[src/shared/ffac_params.svh]
`ifndef FFAC_PARAMS_SVH
`define FFAC_PARAMS_SVH

// register indices, byte address is four times the index
`define FFAC_IDX_FRAME_OPTIONS 10'h048
`define FFAC_IDX_FRAME_CONTENT 10'h049
`define FFAC_IDX_TARGET_ADDRESS 10'h04b
`define FFAC_IDX_PORT_SETUP 10'h04c
`define FFAC_IDX_READ_POINTER 10'h04d
`define FFAC_IDX_WRITE_POINTER 10'h04e
`define FFAC_IDX_WRITE_BYTE 10'h04f
`define FFAC_IDX_POLL_SETUP 10'h044
`define FFAC_IDX_PORT_STATUS 10'h060

// reset values
`define FFAC_RST_FRAME_OPTIONS 8'h02
`define FFAC_RST_FRAME_CONTENT 8'h10
`define FFAC_RST_TARGET_ADDRESS 8'h20
`define FFAC_RST_PORT_SETUP 8'h83
`define FFAC_RST_READ_POINTER 8'h42
`define FFAC_RST_WRITE_POINTER 8'h4c
`define FFAC_RST_WRITE_BYTE 8'h02
`define FFAC_RST_POLL_SETUP 8'h46

// writable bits, reserved bits read as zero
`define FFAC_MASK_FRAME_OPTIONS 8'h03
`define FFAC_MASK_FRAME_CONTENT 8'h7c
`define FFAC_MASK_TARGET_ADDRESS 8'hfe
`define FFAC_MASK_PORT_SETUP 8'h83
`define FFAC_MASK_FULL 8'hff

// field positions
`define FFAC_BIT_STOP_ON_FULL 0
`define FFAC_BIT_TIME_EN 1
`define FFAC_BIT_TAG_TWO 2
`define FFAC_BIT_TAG_ONE 3
`define FFAC_BIT_HEADER_EN 4
`define FFAC_BIT_AUX_EN 5
`define FFAC_BIT_ACC_EN 6
`define FFAC_BIT_MANUAL 7
`define FFAC_BIT_ST_BUSY 0
`define FFAC_BIT_ST_NACK 1
`define FFAC_BIT_ST_PEND 2

// burst lengths per code
`define FFAC_BURST_L0 4'h1
`define FFAC_BURST_L1 4'h2
`define FFAC_BURST_L2 4'h6
`define FFAC_BURST_L3 4'h8

// poll rate codes, fastest code has the base period
`define FFAC_ODR_MIN 4'h1
`define FFAC_ODR_MAX 4'hb

// timing
`define FFAC_PCLK_HZ 125000000
`define FFAC_SCL_HZ 400000
`define FFAC_QUARTER_CYCLES \
	((`FFAC_PCLK_HZ + 4 * `FFAC_SCL_HZ - 1) / (4 * `FFAC_SCL_HZ))
`define FFAC_POLL_BASE_US 1250
`define FFAC_POLL_BASE_CYCLES \
	(`FFAC_POLL_BASE_US * (`FFAC_PCLK_HZ / 1000000))

`endif

[src/shared/ffac_pkg.sv]
package ffac_pkg;

	typedef enum logic [1:0] {
		ffac_op_start = 2'h0,
		ffac_op_stop = 2'h1,
		ffac_op_byte = 2'h2
	} ffac_op_t;

	typedef enum logic [1:0] {
		ffac_b_idle = 2'h0,
		ffac_b_start = 2'h1,
		ffac_b_stop = 2'h2,
		ffac_b_bits = 2'h3
	} ffac_bit_st_t;

	typedef enum logic [3:0] {
		ffac_s_idle = 4'h0,
		ffac_s_start = 4'h1,
		ffac_s_devw = 4'h2,
		ffac_s_reg = 4'h3,
		ffac_s_data = 4'h4,
		ffac_s_rstart = 4'h5,
		ffac_s_devr = 4'h6,
		ffac_s_read = 4'h7,
		ffac_s_stop = 4'h8
	} ffac_seq_st_t;

	typedef struct packed {
		ffac_bit_st_t st;
		logic [1:0] ph;
		logic [15:0] cnt;
		logic [3:0] nbit;
		logic [8:0] tx;
		logic [8:0] rx;
		logic scl_lo;
		logic sda_lo;
		logic done;
		logic sda_s1;
		logic sda_s2;
		logic scl_s1;
		logic scl_s2;
	} ffac_bit_t;

	typedef struct packed {
		logic wr;
		logic hdr;
		logic acc;
		logic aux;
		logic tag1;
		logic tag2;
		logic tframe;
		logic drop;
	} ffac_frame_t;

	typedef struct packed {
		logic [7:0] options;
		logic [7:0] content;
		logic [7:0] target;
		logic [7:0] port;
		logic [7:0] rd_ptr;
		logic [7:0] wr_ptr;
		logic [7:0] wr_byte;
		logic [7:0] poll;
		logic [31:0] prdata;
		logic slverr;
		ffac_seq_st_t st;
		logic issued;
		logic is_read;
		logic failed;
		logic pend_wr;
		logic pend_rd;
		logic nack_err;
		logic [3:0] cnt;
		logic [31:0] poll_cnt;
		logic [7:0] last_byte;
		logic byte_valid;
		logic byte_last;
		logic sample_done;
	} ffac_top_t;

endpackage

[src/rtl/ffac_i2c_bit.sv]
`timescale 1ns/1ns
`include "ffac_params.svh"
module ffac_i2c_bit #(
	parameter int unsigned QUARTER = `FFAC_QUARTER_CYCLES
) (
	// clock and reset
	input wire logic pclk,
	input wire logic presetn,
	// byte level command
	input wire logic op_valid,
	input wire ffac_pkg::ffac_op_t op,
	input wire logic [7:0] op_byte,
	input wire logic op_read,
	input wire logic op_last,
	output logic op_ready,
	output logic op_done,
	output logic [7:0] rd_byte,
	output logic got_nack,
	// open-drain pins
	input wire logic scl_i,
	output logic scl_o,
	output logic scl_oe,
	input wire logic sda_i,
	output logic sda_o,
	output logic sda_oe
);
	localparam logic [15:0] QTR = 16'(QUARTER - 1);
	ffac_pkg::ffac_bit_t s;
	ffac_pkg::ffac_bit_t n;

	always_comb begin
		n = s;
		n.done = 1'b0;
		n.sda_s1 = sda_i;
		n.sda_s2 = s.sda_s1;
		n.scl_s1 = scl_i;
		n.scl_s2 = s.scl_s1;
		if (s.st == ffac_pkg::ffac_b_idle) begin
			if (op_valid) begin
				n.ph = 2'h0;
				n.cnt = QTR;
				n.nbit = 4'h0;
				n.rx = 9'h000;
				// read sends ack low except on the last byte
				n.tx = op_read ? {8'hff, op_last} : {op_byte, 1'b1};
				case (op)
				ffac_pkg::ffac_op_start: n.st = ffac_pkg::ffac_b_start;
				ffac_pkg::ffac_op_stop: n.st = ffac_pkg::ffac_b_stop;
				default: n.st = ffac_pkg::ffac_b_bits;
				endcase
			end
		end else if (s.cnt != 16'h0000) begin
			n.cnt = s.cnt - 16'h0001;
		end else if (s.ph == 2'h2 && !s.scl_s2) begin
			// a target stretching the clock holds start, stop and bits here
			n.cnt = QTR;
		end else begin
			n.cnt = QTR;
			n.ph = s.ph + 2'h1;
			case (s.st)
			ffac_pkg::ffac_b_start: begin
				case (s.ph)
				2'h0: n.sda_lo = 1'b0;
				2'h1: n.scl_lo = 1'b0;
				2'h2: n.sda_lo = 1'b1;
				default: n.scl_lo = 1'b1;
				endcase
			end
			ffac_pkg::ffac_b_stop: begin
				case (s.ph)
				2'h0: n.sda_lo = 1'b1;
				2'h1: n.scl_lo = 1'b0;
				2'h2: n.sda_lo = 1'b0;
				default: ;
				endcase
			end
			default: begin
				case (s.ph)
				2'h0: n.sda_lo = ~s.tx[8];
				2'h1: n.scl_lo = 1'b0;
				2'h2: n.rx = {s.rx[7:0], s.sda_s2};
				default: begin
					n.scl_lo = 1'b1;
					n.tx = {s.tx[7:0], 1'b1};
					n.nbit = s.nbit + 4'h1;
					if (s.nbit != 4'h8) begin
						n.ph = 2'h0;
					end
				end
				endcase
			end
			endcase
			if (s.ph == 2'h3 && (s.st != ffac_pkg::ffac_b_bits ||
					s.nbit == 4'h8)) begin
				n.st = ffac_pkg::ffac_b_idle;
				n.done = 1'b1;
			end
		end
	end

	always_ff @(posedge pclk or negedge presetn) begin
		if (!presetn) begin
			s <= '0;
		end else begin
			s <= n;
		end
	end

	assign op_ready = (s.st == ffac_pkg::ffac_b_idle);
	assign op_done = s.done;
	assign rd_byte = s.rx[8:1];
	assign got_nack = s.rx[0];
	assign scl_o = 1'b0;
	assign scl_oe = s.scl_lo;
	assign sda_o = 1'b0;
	assign sda_oe = s.sda_lo;
endmodule

[src/rtl/ffac_frame_gate.sv]
`timescale 1ns/1ns
module ffac_frame_gate (
	// clock and reset
	input wire logic pclk,
	input wire logic presetn,
	// configuration
	input wire logic stop_on_full,
	input wire logic time_en,
	input wire logic header_en,
	input wire logic acc_en,
	input wire logic aux_en,
	input wire logic tag_line_one_on,
	input wire logic tag_line_two_on,
	// sources and fifo state
	input wire logic acc_valid,
	input wire logic aux_valid,
	input wire logic fifo_full,
	input wire logic last_frame_read,
	input wire logic int_one_level,
	input wire logic int_two_level,
	// frame strobe and contents
	output logic frame_wr,
	output logic frame_hdr,
	output logic frame_acc,
	output logic frame_aux,
	output logic frame_tag_one,
	output logic frame_tag_two,
	output logic frame_time,
	output logic frame_drop
);
	ffac_pkg::ffac_frame_t s;
	ffac_pkg::ffac_frame_t n;
	logic take_acc;
	logic take_aux;
	logic ready;
	logic blocked;

	always_comb begin
		take_acc = acc_valid & acc_en;
		take_aux = aux_valid & aux_en;
		// headerless frames only make sense when every enabled source is present
		if (header_en) begin
			ready = take_acc | take_aux;
		end else begin
			ready = (acc_valid | ~acc_en) & (aux_valid | ~aux_en) &
				(acc_en | aux_en);
		end
		blocked = fifo_full & stop_on_full;
		n.wr = ready & ~blocked;
		n.drop = ready & blocked;
		n.hdr = ready & header_en;
		n.acc = ready & take_acc;
		n.aux = ready & take_aux;
		n.tag1 = ready & tag_line_one_on & int_one_level;
		n.tag2 = ready & tag_line_two_on & int_two_level;
		n.tframe = last_frame_read & time_en;
	end

	always_ff @(posedge pclk or negedge presetn) begin
		if (!presetn) begin
			s <= '0;
		end else begin
			s <= n;
		end
	end

	assign frame_wr = s.wr;
	assign frame_hdr = s.hdr;
	assign frame_acc = s.acc;
	assign frame_aux = s.aux;
	assign frame_tag_one = s.tag1;
	assign frame_tag_two = s.tag2;
	assign frame_time = s.tframe;
	assign frame_drop = s.drop;
endmodule

[src/rtl/ffac_top.sv]
`timescale 1ns/1ns
`include "ffac_params.svh"
// Functional notes
// - full fifo with halt set stops writes
// - time frame follows last read data frame
// - header per frame when enabled; else equal rates
// - accel enable stores all three axes
// - aux enable stores all three axes
// - two independent interrupt tag enables
// - target address in bits seven to one
// - burst code gives 1, 2, 6, 8 bytes
// - manual bit selects setup mode, resets one
// - read pointer selects target register, resets 42h
// - write pointer selects target register, resets 4Ch
// - write byte holds outgoing data, resets 02h
// - data mode polls at four-bit rate code
module ffac_top #(
	parameter int unsigned POLL_BASE_CYCLES = `FFAC_POLL_BASE_CYCLES,
	parameter int unsigned QUARTER = `FFAC_QUARTER_CYCLES
) (
	// clock and reset
	input wire logic pclk,
	input wire logic presetn,
	// apb slave
	input wire logic psel,
	input wire logic penable,
	input wire logic pwrite,
	input wire logic [11:0] paddr,
	input wire logic [31:0] pwdata,
	output logic pready,
	output logic [31:0] prdata,
	output logic pslverr,
	// fifo side
	input wire logic acc_sample_valid,
	input wire logic fifo_full,
	input wire logic fifo_last_read,
	input wire logic int_one_level,
	input wire logic int_two_level,
	output logic frame_wr,
	output logic frame_header,
	output logic frame_acc,
	output logic frame_aux,
	output logic frame_tag_one,
	output logic frame_tag_two,
	output logic frame_time,
	output logic frame_drop,
	// bytes read from the auxiliary target
	output logic [7:0] aux_byte,
	output logic aux_byte_valid,
	output logic aux_byte_last,
	// auxiliary i2c pins, open drain
	input wire logic aux_scl_i,
	output logic aux_scl_o,
	output logic aux_scl_oe,
	input wire logic aux_sda_i,
	output logic aux_sda_o,
	output logic aux_sda_oe
);
	localparam ffac_pkg::ffac_top_t RST = '{
		options: `FFAC_RST_FRAME_OPTIONS,
		content: `FFAC_RST_FRAME_CONTENT,
		target: `FFAC_RST_TARGET_ADDRESS,
		port: `FFAC_RST_PORT_SETUP,
		rd_ptr: `FFAC_RST_READ_POINTER,
		wr_ptr: `FFAC_RST_WRITE_POINTER,
		wr_byte: `FFAC_RST_WRITE_BYTE,
		poll: `FFAC_RST_POLL_SETUP,
		st: ffac_pkg::ffac_s_idle,
		default: '0
	};

	ffac_pkg::ffac_top_t s;
	ffac_pkg::ffac_top_t n;

	logic op_valid;
	ffac_pkg::ffac_op_t op;
	logic [7:0] op_byte;
	logic op_read;
	logic op_last;
	logic op_ready;
	logic op_done;
	logic [7:0] rd_byte;
	logic got_nack;

	logic setup_ph;
	logic access_ph;
	logic hit;
	logic [31:0] rd_word;
	logic manual;
	logic busy;
	logic [3:0] burst_len;
	logic last_in_burst;
	logic [3:0] code;
	logic poll_on;
	logic [31:0] period;
	logic poll_tick;
	logic set_wr;
	logic set_rd;
	logic clr_nack;
	logic set_nack;

	assign manual = s.port[`FFAC_BIT_MANUAL];
	assign busy = (s.st != ffac_pkg::ffac_s_idle);
	assign setup_ph = psel & ~penable;
	assign access_ph = psel & penable;

	always_comb begin
		case (s.port[1:0])
		2'h0: burst_len = `FFAC_BURST_L0;
		2'h1: burst_len = `FFAC_BURST_L1;
		2'h2: burst_len = `FFAC_BURST_L2;
		default: burst_len = `FFAC_BURST_L3;
		endcase
	end

	assign last_in_burst = (s.cnt == burst_len - 4'h1);

	// register read mux and decode
	always_comb begin
		rd_word = 32'h0000_0000;
		hit = 1'b1;
		case (paddr[11:2])
		`FFAC_IDX_FRAME_OPTIONS: rd_word[7:0] = s.options;
		`FFAC_IDX_FRAME_CONTENT: rd_word[7:0] = s.content;
		`FFAC_IDX_TARGET_ADDRESS: rd_word[7:0] = s.target;
		`FFAC_IDX_PORT_SETUP: rd_word[7:0] = s.port;
		`FFAC_IDX_READ_POINTER: rd_word[7:0] = s.rd_ptr;
		`FFAC_IDX_WRITE_POINTER: rd_word[7:0] = s.wr_ptr;
		`FFAC_IDX_WRITE_BYTE: rd_word[7:0] = s.wr_byte;
		`FFAC_IDX_POLL_SETUP: rd_word[7:0] = s.poll;
		`FFAC_IDX_PORT_STATUS: begin
			rd_word[15:8] = s.last_byte;
			rd_word[`FFAC_BIT_ST_BUSY] = busy;
			rd_word[`FFAC_BIT_ST_NACK] = s.nack_err;
			rd_word[`FFAC_BIT_ST_PEND] = s.pend_wr | s.pend_rd;
		end
		default: hit = 1'b0;
		endcase
		if (paddr[1:0] != 2'h0) begin
			hit = 1'b0;
		end
	end

	// poll timer, fastest code has the base period
	always_comb begin
		code = s.poll[3:0];
		poll_on = ~manual && code >= `FFAC_ODR_MIN &&
			code <= `FFAC_ODR_MAX;
		period = 32'(POLL_BASE_CYCLES) << (`FFAC_ODR_MAX - code);
		poll_tick = poll_on && (s.poll_cnt >= period - 32'h0000_0001);
	end

	// commands to the bit engine
	always_comb begin
		op = ffac_pkg::ffac_op_byte;
		op_byte = 8'h00;
		op_read = 1'b0;
		op_last = 1'b0;
		case (s.st)
		ffac_pkg::ffac_s_start: op = ffac_pkg::ffac_op_start;
		ffac_pkg::ffac_s_rstart: op = ffac_pkg::ffac_op_start;
		ffac_pkg::ffac_s_stop: op = ffac_pkg::ffac_op_stop;
		ffac_pkg::ffac_s_devw: op_byte = {s.target[7:1], 1'b0};
		ffac_pkg::ffac_s_reg: begin
			op_byte = s.is_read ? s.rd_ptr : s.wr_ptr;
		end
		ffac_pkg::ffac_s_data: op_byte = s.wr_byte;
		ffac_pkg::ffac_s_devr: op_byte = {s.target[7:1], 1'b1};
		ffac_pkg::ffac_s_read: begin
			op_read = 1'b1;
			op_last = last_in_burst;
		end
		default: ;
		endcase
		op_valid = busy & ~s.issued;
	end

	always_comb begin
		n = s;
		n.byte_valid = 1'b0;
		n.byte_last = 1'b0;
		n.sample_done = 1'b0;
		set_wr = 1'b0;
		set_rd = 1'b0;
		clr_nack = 1'b0;
		set_nack = 1'b0;

		// apb: answer is prepared in setup, so access needs no wait
		if (setup_ph) begin
			n.prdata = pwrite ? 32'h0000_0000 : rd_word;
			n.slverr = ~hit;
		end
		if (access_ph && pwrite && hit) begin
			case (paddr[11:2])
			`FFAC_IDX_FRAME_OPTIONS: begin
				n.options = pwdata[7:0] & `FFAC_MASK_FRAME_OPTIONS;
			end
			`FFAC_IDX_FRAME_CONTENT: begin
				n.content = pwdata[7:0] & `FFAC_MASK_FRAME_CONTENT;
			end
			`FFAC_IDX_TARGET_ADDRESS: begin
				n.target = pwdata[7:0] & `FFAC_MASK_TARGET_ADDRESS;
			end
			`FFAC_IDX_PORT_SETUP: begin
				n.port = pwdata[7:0] & `FFAC_MASK_PORT_SETUP;
			end
			`FFAC_IDX_READ_POINTER: begin
				n.rd_ptr = pwdata[7:0];
				set_rd = manual;
			end
			`FFAC_IDX_WRITE_POINTER: begin
				n.wr_ptr = pwdata[7:0];
			end
			`FFAC_IDX_WRITE_BYTE: begin
				n.wr_byte = pwdata[7:0];
				set_wr = manual;
			end
			`FFAC_IDX_POLL_SETUP: begin
				n.poll = pwdata[7:0] & `FFAC_MASK_FULL;
			end
			`FFAC_IDX_PORT_STATUS: begin
				clr_nack = pwdata[`FFAC_BIT_ST_NACK];
			end
			default: ;
			endcase
		end

		// poll counter
		if (!poll_on || poll_tick) begin
			n.poll_cnt = 32'h0000_0000;
		end else begin
			n.poll_cnt = s.poll_cnt + 32'h0000_0001;
		end
		if (poll_tick) begin
			set_rd = 1'b1;
		end

		// transaction sequencer
		if (op_valid && op_ready) begin
			n.issued = 1'b1;
		end
		if (op_done) begin
			n.issued = 1'b0;
			case (s.st)
			ffac_pkg::ffac_s_start: n.st = ffac_pkg::ffac_s_devw;
			ffac_pkg::ffac_s_devw: begin
				n.st = got_nack ? ffac_pkg::ffac_s_stop : ffac_pkg::ffac_s_reg;
				set_nack = got_nack;
			end
			ffac_pkg::ffac_s_reg: begin
				if (got_nack) begin
					n.st = ffac_pkg::ffac_s_stop;
				end else if (s.is_read) begin
					n.st = ffac_pkg::ffac_s_rstart;
				end else begin
					n.st = ffac_pkg::ffac_s_data;
				end
				set_nack = got_nack;
			end
			ffac_pkg::ffac_s_data: begin
				n.st = ffac_pkg::ffac_s_stop;
				set_nack = got_nack;
			end
			ffac_pkg::ffac_s_rstart: n.st = ffac_pkg::ffac_s_devr;
			ffac_pkg::ffac_s_devr: begin
				n.st = got_nack ? ffac_pkg::ffac_s_stop : ffac_pkg::ffac_s_read;
				set_nack = got_nack;
			end
			ffac_pkg::ffac_s_read: begin
				n.last_byte = rd_byte;
				n.byte_valid = 1'b1;
				n.byte_last = last_in_burst;
				if (last_in_burst) begin
					n.st = ffac_pkg::ffac_s_stop;
				end else begin
					n.cnt = s.cnt + 4'h1;
				end
			end
			ffac_pkg::ffac_s_stop: begin
				n.st = ffac_pkg::ffac_s_idle;
				// only a clean burst in data mode feeds the fifo
				n.sample_done = s.is_read & ~manual & ~s.failed;
			end
			default: n.st = ffac_pkg::ffac_s_idle;
			endcase
		end
		if (set_nack) begin
			n.failed = 1'b1;
		end

		// launch: a pending write goes before a pending read
		if (!busy) begin
			if (s.pend_wr) begin
				n.pend_wr = 1'b0;
				n.is_read = 1'b0;
				n.failed = 1'b0;
				n.cnt = 4'h0;
				n.st = ffac_pkg::ffac_s_start;
			end else if (s.pend_rd) begin
				n.pend_rd = 1'b0;
				n.is_read = 1'b1;
				n.failed = 1'b0;
				n.cnt = 4'h0;
				n.st = ffac_pkg::ffac_s_start;
			end
		end

		// a set in the same cycle as a clear wins
		if (set_wr) begin
			n.pend_wr = 1'b1;
		end
		if (set_rd) begin
			n.pend_rd = 1'b1;
		end
		if (clr_nack) begin
			n.nack_err = 1'b0;
		end
		if (set_nack) begin
			n.nack_err = 1'b1;
		end
	end

	always_ff @(posedge pclk or negedge presetn) begin
		if (!presetn) begin
			s <= RST;
		end else begin
			s <= n;
		end
	end

	ffac_i2c_bit #(
		.QUARTER(QUARTER)
	) u_bit (
		.pclk(pclk),
		.presetn(presetn),
		.op_valid(op_valid),
		.op(op),
		.op_byte(op_byte),
		.op_read(op_read),
		.op_last(op_last),
		.op_ready(op_ready),
		.op_done(op_done),
		.rd_byte(rd_byte),
		.got_nack(got_nack),
		.scl_i(aux_scl_i),
		.scl_o(aux_scl_o),
		.scl_oe(aux_scl_oe),
		.sda_i(aux_sda_i),
		.sda_o(aux_sda_o),
		.sda_oe(aux_sda_oe)
	);

	ffac_frame_gate u_gate (
		.pclk(pclk),
		.presetn(presetn),
		.stop_on_full(s.options[`FFAC_BIT_STOP_ON_FULL]),
		.time_en(s.options[`FFAC_BIT_TIME_EN]),
		.header_en(s.content[`FFAC_BIT_HEADER_EN]),
		.acc_en(s.content[`FFAC_BIT_ACC_EN]),
		.aux_en(s.content[`FFAC_BIT_AUX_EN]),
		.tag_line_one_on(s.content[`FFAC_BIT_TAG_ONE]),
		.tag_line_two_on(s.content[`FFAC_BIT_TAG_TWO]),
		.acc_valid(acc_sample_valid),
		.aux_valid(s.sample_done),
		.fifo_full(fifo_full),
		.last_frame_read(fifo_last_read),
		.int_one_level(int_one_level),
		.int_two_level(int_two_level),
		.frame_wr(frame_wr),
		.frame_hdr(frame_header),
		.frame_acc(frame_acc),
		.frame_aux(frame_aux),
		.frame_tag_one(frame_tag_one),
		.frame_tag_two(frame_tag_two),
		.frame_time(frame_time),
		.frame_drop(frame_drop)
	);

	assign pready = 1'b1;
	assign prdata = s.prdata;
	assign pslverr = s.slverr;
	assign aux_byte = s.last_byte;
	assign aux_byte_valid = s.byte_valid;
	assign aux_byte_last = s.byte_last;
endmodule

[config.mk]
export PLATFORM = sky130hd
export DESIGN_NAME = ffac_top
export DESIGN_NICKNAME = d
export VERILOG_FILES = /design/src/shared/ffac_pkg.sv /design/src/rtl/ffac_i2c_bit.sv /design/src/rtl/ffac_frame_gate.sv /design/src/rtl/ffac_top.sv
export VERILOG_INCLUDE_DIRS = /design/src /design/src/shared
export SDC_FILE = /design/constraint.sdc
export NUM_CORES = 1
export LEC_CHECK = 0
export BUFFER_PORTS_ARGS = -buffer_cell sky130_fd_sc_hd__buf_2
export CORE_ASPECT_RATIO = 1.4
export CORE_UTILIZATION = 25
export DETAILED_ROUTE_END_ITERATION = 16
export PLACE_DENSITY = 0.46
export SETUP_SLACK_MARGIN = 0.3
export SYNTH_ARGS = -nofsm -noshare
export SYNTH_HDL_FRONTEND = slang
export SYNTH_HIERARCHICAL = 1
export SYNTH_SLANG_ARGS = --single-unit
[constraint.sdc]
create_clock -name pclk -period 10.6 [get_ports pclk]
set_input_delay 0.53 -clock pclk [delete_from_list [all_inputs] [get_ports pclk]]
set_output_delay 0.53 -clock pclk [all_outputs]
set_load 0.01 [all_outputs]
# Yosys cells after proc, flatten, opt, wreduce, memory -nomap -nowiden
# Cells that the tools add are included.
dict set report totals {
  reg_bits 196
  inputBits 56
  out_inout_bits 56
}
dict set report classes {
  add_sub_neg 8
  order_cmp 3
  n_eq_ne 40
  shifts 1
  muxes 76
  n_bitwise 38
  reduce_logical 48
}
# operator count
set ops {}
lappend ops {{10-bit by 7-bit equality test with 1-bit output (second input constant)} 9}
lappend ops {{42-bit 2-to-1 mux} 2}
lappend ops {{4-bit 2-to-1 mux} 15}
lappend ops {{25-bit 2-to-1 mux} 2}
lappend ops {{5-bit one-hot mux with 7 select lines} 1}
lappend ops {{32-bit by 1-bit adder with 32-bit output (second input constant)} 1}
lappend ops {{32-bit greater-or-equal comparator} 1}
lappend ops {{16-bit 2-to-1 mux} 2}
lappend ops {{32-bit 2-to-1 mux} 1}
lappend ops {{8-bit one-hot mux with 4 select lines} 1}
lappend ops {{18-bit by 4-bit << shifter with 32-bit output (first input constant)} 1}
lappend ops {{32-bit by 1-bit subtractor with 32-bit output (second input constant)} 1}
lappend ops {{4-bit one-hot mux with 7 select lines} 1}
lappend ops {{1-bit 2-to-1 mux} 27}
lappend ops {{3-bit one-hot mux with 9 select lines} 1}
lappend ops {{22-bit 2-to-1 mux} 1}
lappend ops {{2-bit AND reduction} 11}
lappend ops {{1-bit AND} 20}
lappend ops {{9-bit 2-to-1 mux} 2}
lappend ops {{4-bit by 3-bit equality test with 1-bit output (second input constant)} 4}
lappend ops {{8-bit 2-to-1 mux} 2}
lappend ops {{16-bit nonzero test} 1}
lappend ops {{16-bit by 1-bit subtractor with 16-bit output (second input constant)} 1}
lappend ops {{2-bit 2-to-1 mux} 7}
lappend ops {{other kinds (39)} 99}

# Depth between registers and ports, before layout
# Gate-level depths: netlist of run 1.
dict set report depth {
  word_depth 10
  ltp_mapped 23
  ltp_nobuf 18
}

# Modules after synthesis
# The synthesis of run 1 kept the hierarchy.
# mod instances cells_each area_each_um2 seq_area_each_um2
set modules_own_cells {}
lappend modules_own_cells {ffac_top 1 876 8152.8 3096.7}
lappend modules_own_cells {ffac_i2c_bit 1 330 2934.1 1226.2}
lappend modules_own_cells {ffac_frame_gate 1 26 307.8 200.2}

# Worst setup path after synthesis of run 1
# OpenSTA, ideal clock, no wires.
dict set report synth_path {
  path_kind {register -> register}
  startpoint {register s (netlist bit code[2])}
  endpoint {register s[24] (netlist name)}
  t_arrival_ns 5.127
  t_required_ns 10.528
  slack_ns 5.401
  path_stages_with_launch 24
  synth_period_minus_slack_ns 5.199
  path_cell_list {dfstp_2 -> clkbuf_1 -> inv_1 -> clkbuf_1 -> ha_1 -> clkbuf_1 -> inv_1 -> clkbuf_1 -> nor2_1 -> nand2_1 -> ha_1 -> a21boi_0 -> o221a_2 -> a31oi_1 -> or3_1 -> o31ai_1 -> ha_1 -> a21oi_1 -> o21ai_0 -> a221oi_1 -> o21ai_0 -> a211o_1 -> buf_1 -> nor2_1}
}
# item line_no
set synth_lines {}
lappend synth_lines {{start, declared} ffac_top.sv:72} ;# ffac_pkg::ffac_top_t s;
lappend synth_lines {{start signal, assigned} ffac_top.sv:327} ;# s <= n;

==> impl_metrics.env, run 1 <==
export IMPL_worst_endpoint_arrival_ps=6500
export IMPL_setup_repair_after_global_routing_missed_its_margin="no"
export IMPL_critical_path_endpoint_type="flip-flop"
export IMPL_crit_path_start_kind="flip-flop"
export IMPL_grt_first_pass_wirelength_um=49700
export IMPL_route_vias_total=9046
export IMPL_slew_viol_final=0
export IMPL_synthesis_yosys_warnings=6
export IMPL_synth_cell_area_mm2=0.0114
export IMPL_final_core_utilization_pct=28.1
export IMPL_hold_viol_final=0
export IMPL_synth_avg_cell_area_um2=9.25
export IMPL_diodes=0
export IMPL_postRouteWirelength_um=31300
export IMPL_drt_pass1_iterations=5
export IMPL_floorplan_initialDensity_pct=25.3
export IMPL_clk_root_buffer_cell="sky130_fd_sc_hd__clkbuf_16"
export IMPL_finalWorstPathRequiredPeriod_ps=6120
export IMPL_whs_path_depth=1
export IMPL_postSynth_topFlopCell="sky130_fd_sc_hd__dfrtp_1"
export IMPL_globalplace_congestion=0.856
export IMPL_accumulated_negative_setup_slack_ps=0
export IMPL_overall_fraction_of_global_route_tracks_in_use_pct=13.7
export IMPL_rrSetupSlack_ps=4480
export IMPL_placedInstanceArea_mm2=0.0120
export IMPL_globalRoute_totalOverflow=0
export IMPL_timing_clock_skew_ps=10.1
export IMPL_routed_wire_length_per_instance_um=16.8
export IMPL_fill_cells=4750
export IMPL_holdCritStartpoint="aux_scl_i"
export IMPL_holdBufCountCts=0
export IMPL_r2r_end="s[34]"
export IMPL_design_area_final_mm2=0.0126
export IMPL_grt_start_max_net_pins=115
export IMPL_numPortBuffers=68
export IMPL_remaining_drc_errors=0
export IMPL_timing_rr_start="code[2]"
export IMPL_ctsResizeCount=0
export IMPL_cts_htree_levels=4
export IMPL_die_width_um=182
export IMPL_cts_sinks=180
export IMPL_setup_violations=0
export IMPL_ffs_w_async_s_r_synth_pct=100
export IMPL_synth_seq_area_share_pct=39.7
export IMPL_maxSlewHeadroom_pct=19.7
export IMPL_antenna_left=0
export IMPL_max_slew_worst_pin_slew_ps=1190
export IMPL_power_per_cell_area_mw_per_mm2=114
export IMPL_cts_max_path_buffers=2
export IMPL_layout_drive_gt1_share_pct=16.2
export IMPL_io_pins=112
export IMPL_count_of_flip_flops_with_a_built_in_enable_after_synthesis=0
export IMPL_path_class="flip-flop to flip-flop"
export IMPL_design_die_area_mm2=0.0464
export IMPL_flip_flop_and_latch_count_after_synthesis=180
export IMPL_antenna_found_initial=6
export IMPL_rr_worst_depth=21
export IMPL_core_mm2=0.0450
export IMPL_tritoncts_num_buffers=17
export IMPL_post_cts_repair_setup_buffers=0
export IMPL_synth_cell_types=81
export IMPL_post_synth_inst_count=1232
export IMPL_post_drt_via_cell_ratio=4.87
export IMPL_initialDrtViolationCount=489
export IMPL_min_period_over_period_pct=57.7
export IMPL_dp_final_hpwl_um=22900
export IMPL_critical_path_slowest_cell="sky130_fd_sc_hd__a211o_1"
export IMPL_fmax_ghz=0.163
export IMPL_critical_path_max_stage_delay_ps=700
export IMPL_vert_die_dim_um=255
export IMPL_clk_pin_slew_worst_paths_ps=70
export IMPL_area_growth_syn_to_layout_pct=10.8
export IMPL_required_time_of_the_worst_setup_path_ps=10980
export IMPL_rows=92
export IMPL_worstPathCellList="buf_4 > inv_1 > buf_4 > ha_1 > buf_4 > inv_1 > nor2_1 > nand2_1 > ha_1 > a21boi_0 > o221a_2 > a31oi_1 > or3_1 > o31ai_1 > ha_1 > a21oi_1 > o21ai_0 > a221oi_1 > o21ai_0 > a211o_1 > nor2_1"
export IMPL_status="finished clean"
export IMPL_timing_hold_worst_class="input port to flip-flop"
export IMPL_first_global_vias=8844
export IMPL_cts_tree="built"
export IMPL_clock_latency_ps=460
export IMPL_static_leakage_power_nw=5.50
export IMPL_max_capacitance_violation_total=0
export IMPL_fin_cells=1856
export IMPL_fin_nets=1346
export IMPL_dp_cells=1824
export IMPL_crit_path_max_fanout=41
export IMPL_power_ir_vdd_worst_v=0.000111
export IMPL_endpoint_of_the_worst_hold_timing_path="u_bit/n[0]"
-- power by group --
group / internal [mW] / leakage, nW / switching [mW]
sequential: 0.688 / 2.40 / 0.000457
clock: 0.412 / 0.314 / 0.304
combinational: 0.00739 / 2.79 / 0.0316
-- flip-flops by register name (all words and copies together), names as in the netlist, 2 cells and up --
name and cells:
s 91, u_bit/s 35, prdata 16, aux_byte 8
u_bit/rd_byte 8, code 4, u_bit/n 2
-- synthesized netlist by cell type (4+ instances only) --
cell	count	area share, %
sky130_fd_sc_hd__a211o_1	6	0.46
sky130_fd_sc_hd__a211oi_1	18	1.2
sky130_fd_sc_hd__a21oi_1	56	2.5
sky130_fd_sc_hd__a221o_1	4	0.35
sky130_fd_sc_hd__a221oi_1	4	0.31
sky130_fd_sc_hd__a22o_1	16	1.2
sky130_fd_sc_hd__a22oi_1	16	1.1
sky130_fd_sc_hd__a31oi_1	14	0.77
sky130_fd_sc_hd__a32oi_1	6	0.46
sky130_fd_sc_hd__and2_1	9	0.49
sky130_fd_sc_hd__and3_1	13	0.71
sky130_fd_sc_hd__and4_1	4	0.31
sky130_fd_sc_hd__buf_1	5	0.16
sky130_fd_sc_hd__buf_2	10	0.44
sky130_fd_sc_hd__buf_4	55	3.6
sky130_fd_sc_hd__clkbuf_1	40	1.3
sky130_fd_sc_hd__dfrtp_1	165	36
sky130_fd_sc_hd__dfstp_2	15	3.5
sky130_fd_sc_hd__ha_1	58	6.4
sky130_fd_sc_hd__inv_1	41	1.4
sky130_fd_sc_hd__mux2_2	59	5.8
sky130_fd_sc_hd__mux2i_1	14	1.2
sky130_fd_sc_hd__nand2_1	132	4.3
sky130_fd_sc_hd__nand2b_1	19	1.0
sky130_fd_sc_hd__nand3_1	42	1.8
sky130_fd_sc_hd__nand4_1	25	1.4
sky130_fd_sc_hd__nor2_1	104	3.4
sky130_fd_sc_hd__nor2b_1	13	0.71
sky130_fd_sc_hd__nor3_1	28	1.2
sky130_fd_sc_hd__nor3b_1	5	0.33
sky130_fd_sc_hd__nor4_1	17	0.93
sky130_fd_sc_hd__o211ai_1	20	1.3
sky130_fd_sc_hd__o21ai_0	51	2.2
sky130_fd_sc_hd__o22ai_1	16	0.88
sky130_fd_sc_hd__o2bb2ai_1	6	0.46
sky130_fd_sc_hd__o31ai_1	6	0.40
sky130_fd_sc_hd__or3_1	6	0.33
sky130_fd_sc_hd__xnor2_1	21	1.6
sky130_fd_sc_hd__xor2_1	27	2.1
-- layout make-up --
cell class / instances / area [um^2] / area share, %
well taps: 611 / 764 / 6.05
repair buffers: 76 / 409 / 3.24
multi-input cells: 915 / 6130 / 48.5
clock inverters: 12 / 188 / 1.49
inverters: 42 / 158 / 1.25
flip-flops and latches: 180 / 4520 / 35.8
clock buffers: 20 / 457 / 3.62
-- layer usage --
| metal | share of wire (%) | track usage, % |
|---|---|---|
| met2 | 53 | 25.4 |
| met4 | 2.0 | 4.75 |
| met5 | 0.22 | 0 |
| met1 | 41 | 15.4 |
| met3 | 3.5 | 3.11 |
-- critical path: cells and delay by family, from the launching register on --
kind / cells / cell delay (ps)
buffers and inverters: 5 / 1290
AND/OR/NAND/NOR: 4 / 970
adder cells (fa/ha/maj): 3 / 790
flip-flops: 1 / 510
AO/OA/AOI/OAI: 9 / 2430
-- layout by cell type, fill, tap and decap left out, drive strengths merged, types with 26 or more instances in the layout --
cell / instances
xor2: 27
nand2: 132
nand3: 43
inv: 47
dfrtp: 165
o21ai: 52
ha: 58
buf: 75
a21oi: 56
mux2: 59
nand4: 26
nor3: 28
nor2: 104
-- cell families after synthesis --
family | Yosys count | synth area share, %
compound gates | 276 | 16.8
xor+xnor | 48 | 3.69
fa+ha+maj | 59 | 6.46
buf+inv | 153 | 7.03
flops | 180 | 39.7
mux | 73 | 7.06
other cells | 3 | 0.0988
simple gates | 440 | 19.2
-- worst max-delay path by stage --
stage | from | endpoint | slack (ps)
2_1_floorplan | code[2] | s[24] | 5400
3_3_place_gp | code[2] | s[37] | 4480
3_5_place_dp | code[2] | s[34] | 4460
4_1_cts | code[2] | s[34] | 4430
5_1_grt | code[2] | s[14] | 4040
6_report | code[2] | s[34] | 4480
-- per-stage QoR --
stage	setup slack, ps	hold slack (ps)	total power [mW]
2_1_floorplan	5400	234	0.717
3_3_place_gp	4480	337	0.742
3_5_place_dp	4460	335	0.742
4_1_cts	4430	144	1.47
5_1_grt	4040	151	1.49
6_report	4480	166	1.44
(Power assumes the default switching activity.)
==> run 2: changes to the inputs <==
- ABC_AREA: default -> 1
- PLACE_DENSITY: 0.46 -> 0.48
- clock period: 10.6 -> 5 ns (I/O delays scaled with it)
==> impl_metrics.env, run 2 <==
export IMPL_met2RoutedLength_um=18000
export IMPL_cts_max_path_buffers=2
export IMPL_synth_cell_types=50
export IMPL_grt_start_max_net_pins=122
export IMPL_met1Wirelength_um=14600
export IMPL_cts_sinks=180
export IMPL_detailroute_wirelength_met3_um=819
export IMPL_setup_repair_after_global_routing_missed_its_margin="no"
export IMPL_max_slew_worst_pin_slew_ps=985
export IMPL_fin_nets=1835
export IMPL_globalRoute_totalOverflow=0
export IMPL_finalWorstPathRequiredPeriod_ps=4030
export IMPL_hold_viol_final=0
export IMPL_post_synth_top_area_cell="sky130_fd_sc_hd__dfrtp_1"
export IMPL_first_global_vias=10900
export IMPL_synthesis_yosys_warnings=6
export IMPL_path_class="flip-flop to flip-flop"
export IMPL_initialDrtViolationCount=533
export IMPL_synthTopCellsByCount="sky130_fd_sc_hd__nand2_1, sky130_fd_sc_hd__inv_1, sky130_fd_sc_hd__dfrtp_1"
export IMPL_post_cts_repair_setup_buffers=0
export IMPL_totalPowerFinal_mw=3.02
export IMPL_largest_register="s"
export IMPL_setup_violations=0
export IMPL_route_vias_total=10800
export IMPL_synth_area_top_cells="sky130_fd_sc_hd__dfrtp_1, sky130_fd_sc_hd__nand2_1, sky130_fd_sc_hd__ha_1"
export IMPL_design_die_area_mm2=0.0495
export IMPL_critical_path_max_stage_delay_ps=550
export IMPL_maxSlewHeadroom_pct=34.1
export IMPL_numPortBuffers=68
export IMPL_flip_flop_and_latch_count_after_synthesis=180
export IMPL_accumulated_negative_setup_slack_ps=0
export IMPL_critical_path_slowest_cell="sky130_fd_sc_hd__dfrtp_1"
export IMPL_routed_wire_length_per_instance_um=14.7
export IMPL_fmax_ghz=0.248
export IMPL_cts_htree_levels=4
export IMPL_clock_latency_ps=460
export IMPL_power_ir_vdd_worst_v=0.000230
export IMPL_critical_path_endpoint_type="flip-flop"
export IMPL_timing_hold_worst_class="input port to flip-flop"
export IMPL_pre_cts_ws_ps=938
export IMPL_floorplan_initialDensity_pct=25.3
export IMPL_remaining_drc_errors=0
export IMPL_die_width_um=188
export IMPL_power_per_cell_area_mw_per_mm2=223
export IMPL_timing_clock_skew_ps=14.9
export IMPL_vert_die_dim_um=263
export IMPL_crit_path_max_fanout=32
export IMPL_status="finished clean"
export IMPL_cp_common_cell="sky130_fd_sc_hd__nand2_1"
export IMPL_antenna_found_initial=1
export IMPL_dp_cells=2326
export IMPL_post_drt_via_cell_ratio=4.55
export IMPL_min_period_over_period_pct=80.6
export IMPL_required_time_of_the_worst_setup_path_ps=5320
export IMPL_critical_path_buf_inv_count=4
export IMPL_route_top_layer_used="met5"
export IMPL_layout_drive_gt1_share_pct=10.9
export IMPL_synth_seq_area_share_pct=37.2
export IMPL_clk_root_buffer_cell="sky130_fd_sc_hd__clkbuf_16"
export IMPL_tritoncts_num_buffers=17
export IMPL_crit_path_start_kind="flip-flop"
export IMPL_most_common_layout_cells="sky130_fd_sc_hd__nand2_1, sky130_fd_sc_hd__inv_1, sky130_fd_sc_hd__dfrtp_1, sky130_fd_sc_hd__nor2_1, sky130_fd_sc_hd__nand3_1"
export IMPL_cts_tree="built"
export IMPL_postRouteWirelength_um=34700
export IMPL_dp_final_hpwl_um=26500
export IMPL_rows=95
export IMPL_design_area_final_mm2=0.0135
export IMPL_globalplace_congestion=0.878
export IMPL_final_core_utilization_pct=28.1
export IMPL_static_leakage_power_nw=6.65
export IMPL_synth_cell_area_mm2=0.0122
export IMPL_hold_ws_ps=54.3
export IMPL_synth_avg_cell_area_um2=7.18
export IMPL_clk_pin_slew_worst_paths_ps=70
export IMPL_cpLargestDelayFamily="simple AND/OR/NAND/NOR gates"
export IMPL_worst_endpoint_arrival_ps=4350
export IMPL_count_of_flip_flops_with_a_built_in_enable_after_synthesis=0
export IMPL_synth_most_common_cell="sky130_fd_sc_hd__nand2_1"
export IMPL_max_capacitance_violation_total=0
export IMPL_grt_first_pass_wirelength_um=56800
export IMPL_largest_reg_flops=91
export IMPL_ffs_w_async_s_r_synth_pct=100
export IMPL_area_growth_syn_to_layout_pct=11.0
export IMPL_worstPathCellList="inv_1 > ha_1 > nand2_1 > inv_1 > nand2_1 > ha_1 > nand3_1 > nor3_1 > nand3_1 > nand2_1 > nand2_1 > nand2_1 > nand2_1 > ha_1 > nand2_1 > inv_1 > nand3_1 > a21oi_1 > nor2_1 > nand2_1 > nand2_1 > nand3_1 > buf_4 > nor2_1"
export IMPL_core_mm2=0.0480
export IMPL_fin_cells=2364
export IMPL_layout_cells_most_common="sky130_fd_sc_hd__nand2_1"
export IMPL_slew_viol_final=0
export IMPL_fin_ws_ps=969
export IMPL_overall_fraction_of_global_route_tracks_in_use_pct=14.4
export IMPL_io_pins=112
export IMPL_antenna_left=0
export IMPL_placedInstanceArea_mm2=0.0128
export IMPL_synthDominantCellAreaShare_pct=34.0
export IMPL_diodes=0
export IMPL_ctsResizeCount=0
export IMPL_drt_pass1_iterations=5
export IMPL_post_synth_inst_count=1695
export IMPL_fill_cells=5276
export IMPL_postSynth_topFlopCell="sky130_fd_sc_hd__dfrtp_1"
-- run 2: cell types whose count changed in the layout (fill, tap and decap cells not counted), moves of 17 or more --
cell                       previous run  this run
sky130_fd_sc_hd__a211oi_1            18         0
sky130_fd_sc_hd__a21oi_1             56        29
sky130_fd_sc_hd__nor2_1             104       154
sky130_fd_sc_hd__nand2b_1            19         0
sky130_fd_sc_hd__nand2_1            132       534
sky130_fd_sc_hd__o21ai_0             51        68
sky130_fd_sc_hd__inv_1               41       189
sky130_fd_sc_hd__nor2_2               0        20
sky130_fd_sc_hd__nand4_1             25        83
sky130_fd_sc_hd__mux2_2              59         0
sky130_fd_sc_hd__nand3_1             42       103
-- run 2: area by class of cell --
cell class / count / area [um^2] / share of cell area, %
timing repair buffer: 82 / 482 / 3.57
tap: 630 / 788 / 5.84
clock buffer: 18 / 439 / 3.25
multi-input combinational: 1243 / 6350 / 47.0
clock inverter: 14 / 180 / 1.33
inverter: 197 / 739 / 5.48
sequential: 180 / 4520 / 33.5
-- run 2: path summary, 6_finish.rpt --
path | slack, ps | to | from | cells after the start
worst max-delay path | 970 | s[39] | code[0] | 24
worst min-delay path | 50 | u_gate/frame_drop | fifo_full | 3
worst max register to register | 970 | s[39] | code[0] | 24
worst min register to register | 360 | u_bit/s[2] | u_bit/n[2] | 0
max in group asynchronous | 3520 | u_gate/frame_time | presetn | 3
min in group asynchronous | 330 | u_bit/s[31] | presetn | 2
-- run 2: worst min-delay path, delay by kind of cell --
kind	cells	cell delay, ps
AND/OR/NAND/NOR	2	120
buffers and inverters	1	100
-- run 2: kinds of logic after synthesis --
| family | Yosys count | synth area share, % |
|---|---|---|
| AO/OA/AOI/OAI | 147 | 6.94 |
| XOR/XNOR | 38 | 2.74 |
| adder cells (fa/ha/maj) | 58 | 5.97 |
| buffers and inverters | 288 | 11.1 |
| flip-flops | 180 | 37.2 |
| other | 3 | 0.0926 |
| AND/OR/NAND/NOR | 981 | 35.9 |
-- run 2: power by group --
part	switching, mW	internal [mW]
Sequential	0.00147	1.46
Clock	0.677	0.779
Combinational	0.0818	0.0207
Total	0.760	2.26
-- run 2: metal layers --
layer	global-route usage, %	vias to the layer above
met3	2.01	64
met1	16.4	5074
met5	0	-
met4	6.54	2
met2	26.4	164
li1	-	5449
-- run 2: timing repair --
action	CTS	global route
setup endpoints to repair	0	0
endpoints found under the hold margin	64	0
hold buffers	6	0
==> run 3: changes to the inputs <==
- clock period: 5 -> 3.7 ns (I/O delays scaled with it)
==> impl_metrics.env, run 3 (synthesis gave the netlist of run 2 again) <==
export IMPL_clockPowerShare_pct=46.9
export IMPL_min_period_over_period_pct=93.9
export IMPL_setup_repair_after_global_routing_missed_its_margin="yes"
export IMPL_initialDrtViolationCount=527
export IMPL_pre_cts_ws_ps=142
export IMPL_critical_path_endpoint_type="flip-flop"
export IMPL_totalPowerFinal_mw=3.98
export IMPL_cp_startpoint="code[2]"
export IMPL_cts_max_path_buffers=2
export IMPL_first_global_vias=10700
export IMPL_numPortBuffers=68
export IMPL_max_capacitance_violation_total=0
export IMPL_antenna_found_initial=0
export IMPL_required_time_of_the_worst_setup_path_ps=4070
export IMPL_holdCritStartpoint="acc_sample_valid"
export IMPL_globalplace_congestion=0.883
export IMPL_layout_cells_most_common="sky130_fd_sc_hd__nand2_1"
export IMPL_dp_cells=2339
export IMPL_fin_ws_ps=227
export IMPL_finalWorstPathRequiredPeriod_ps=3470
export IMPL_hold_viol_final=0
export IMPL_rows=95
export IMPL_rr_worst_depth=21
export IMPL_grt_first_pass_wirelength_um=56700
export IMPL_setup_violations=0
export IMPL_placedInstanceArea_mm2=0.0130
export IMPL_hold_ws_ps=20.9
export IMPL_fin_nets=1873
export IMPL_postRouteWirelength_um=35900
export IMPL_power_net_switching_mw=1.01
export IMPL_worst_endpoint_arrival_ps=3850
export IMPL_internal_dissipation_mw=2.97
export IMPL_vert_die_dim_um=263
export IMPL_design_die_area_mm2=0.0495
export IMPL_overall_fraction_of_global_route_tracks_in_use_pct=14.5
export IMPL_tritoncts_num_buffers=17
export IMPL_power_combinational_fraction_pct=3.6
export IMPL_die_width_um=188
export IMPL_design_area_final_mm2=0.0143
export IMPL_fill_cells=5165
export IMPL_globalRoute_totalOverflow=0
export IMPL_area_growth_syn_to_layout_pct=17.6
export IMPL_static_leakage_power_nw=6.96
export IMPL_clk_root_buffer_cell="sky130_fd_sc_hd__clkbuf_16"
export IMPL_rrSetupSlack_ps=230
export IMPL_drt_pass1_iterations=5
export IMPL_antenna_left=0
export IMPL_path_class="flip-flop to flip-flop"
export IMPL_fmax_ghz=0.288
export IMPL_clk_pin_slew_worst_paths_ps=80
export IMPL_grt_start_max_net_pins=95
export IMPL_largest_register="s"
export IMPL_largest_reg_flops=91
export IMPL_cts_tree="built"
export IMPL_remaining_drc_errors=0
export IMPL_accumulated_negative_setup_slack_ps=0
export IMPL_whs_path_depth=3
export IMPL_final_core_utilization_pct=29.8
export IMPL_clock_latency_ps=450
export IMPL_timing_hold_worst_class="input port to flip-flop"
export IMPL_status="finished clean"
export IMPL_cts_htree_levels=4
export IMPL_power_switching_fraction_pct=25.5
export IMPL_max_slew_worst_pin_slew_ps=812
export IMPL_route_vias_total=11000
export IMPL_power_ir_vdd_worst_v=0.000235
export IMPL_power_per_cell_area_mw_per_mm2=279
export IMPL_timing_rr_start="code[2]"
export IMPL_cts_sinks=180
export IMPL_layout_drive_gt1_share_pct=17.6
export IMPL_post_drt_via_cell_ratio=4.58
export IMPL_io_pins=112
export IMPL_crit_path_start_kind="flip-flop"
export IMPL_crit_path_max_fanout=8
export IMPL_timing_clock_skew_ps=16.3
export IMPL_most_common_layout_cells="sky130_fd_sc_hd__nand2_1, sky130_fd_sc_hd__inv_1, sky130_fd_sc_hd__dfrtp_1, sky130_fd_sc_hd__nor2_1, sky130_fd_sc_hd__nand3_1"
export IMPL_core_mm2=0.0480
export IMPL_fin_cells=2402
export IMPL_floorplan_initialDensity_pct=25.3
export IMPL_slew_viol_final=0
export IMPL_power_share_sequential_pct=49.5
export IMPL_diodes=0
export IMPL_dp_final_hpwl_um=26700
export IMPL_maxSlewHeadroom_pct=45.9
export IMPL_routed_wire_length_per_instance_um=15.0
## run 3: changes by cell type in the layout (fill, tap and decap cells not counted), sizes merged
cell,delta
clkinvlp,+2
bufinv,-1
clkinv,+3
dlygate4sd3,+1
inv,-5
clkbuf,+4
buf,+34
## run 3: power by group through the flow
stage	Combinational, mW	Clock, mW	Sequential (mW)
final	0.143	1.87	1.97
after global routing	0.160	2.00	1.97
after CTS	0.146	1.94	1.97
after detailed placement	0.140	0	2.01
after global placement	0.140	0	2.01
after floorplan	0.0592	0	2.01
## run 3: worst max-delay path, cell delays in order (launching register included)
cell	delay, ps
sky130_fd_sc_hd__dfstp_2	560
sky130_fd_sc_hd__clkinv_4	70
sky130_fd_sc_hd__ha_4	290
sky130_fd_sc_hd__buf_6	150
sky130_fd_sc_hd__buf_4	150
sky130_fd_sc_hd__nand2_4	80
sky130_fd_sc_hd__nand3_4	100
sky130_fd_sc_hd__nor3_4	230
sky130_fd_sc_hd__nand3_2	150
sky130_fd_sc_hd__nand2_4	110
sky130_fd_sc_hd__nand2_1	50
sky130_fd_sc_hd__nand2_1	60
sky130_fd_sc_hd__nand2_1	50
sky130_fd_sc_hd__ha_1	300
sky130_fd_sc_hd__a21oi_1	140
sky130_fd_sc_hd__o21ai_1	80
sky130_fd_sc_hd__nor2_1	130
sky130_fd_sc_hd__nand2_2	90
sky130_fd_sc_hd__nand2_2	100
sky130_fd_sc_hd__nand3_4	170
sky130_fd_sc_hd__clkbuf_16	230
sky130_fd_sc_hd__nor3_2	100
## run 3: timing repair
action                                  CTS  global route
setup buffers                             7            13
resized for setup                        29            84
pin swaps                                 8            31
hold buffers                              7             0
endpoints found under the setup margin   33            33
cloned                                    1             3
endpoints found under the hold margin    99             0
## run 3: worst paths after layout
check                                         end
worst max-delay path                        s[24]
worst min-delay path             u_gate/frame_acc
worst max register to register              s[24]
worst min register to register         u_bit/s[0]
max in group asynchronous                   s[45]
min in group asynchronous       u_gate/frame_time
## run 3: final cells by class
cell class	count	area (um^2)	area share [%]
multi-input cells	1243	6780	47.4
clock inverters	13	141	0.988
repair buffers	120	878	6.14
well taps	630	788	5.51
flip-flops and latches	180	4520	31.6
inverters	197	749	5.24
clock buffers	19	443	3.10
## run 3: routing by layer
metal / up-vias / GRT usage, % / wire [um]
li1: 5538 / - / -
met4: 0 / 6.54 / 1550
met3: 76 / 2.01 / 851
met2: 186 / 26.3 / 18500
met1: 5199 / 16.8 / 15100
met5: - / 0 / 0
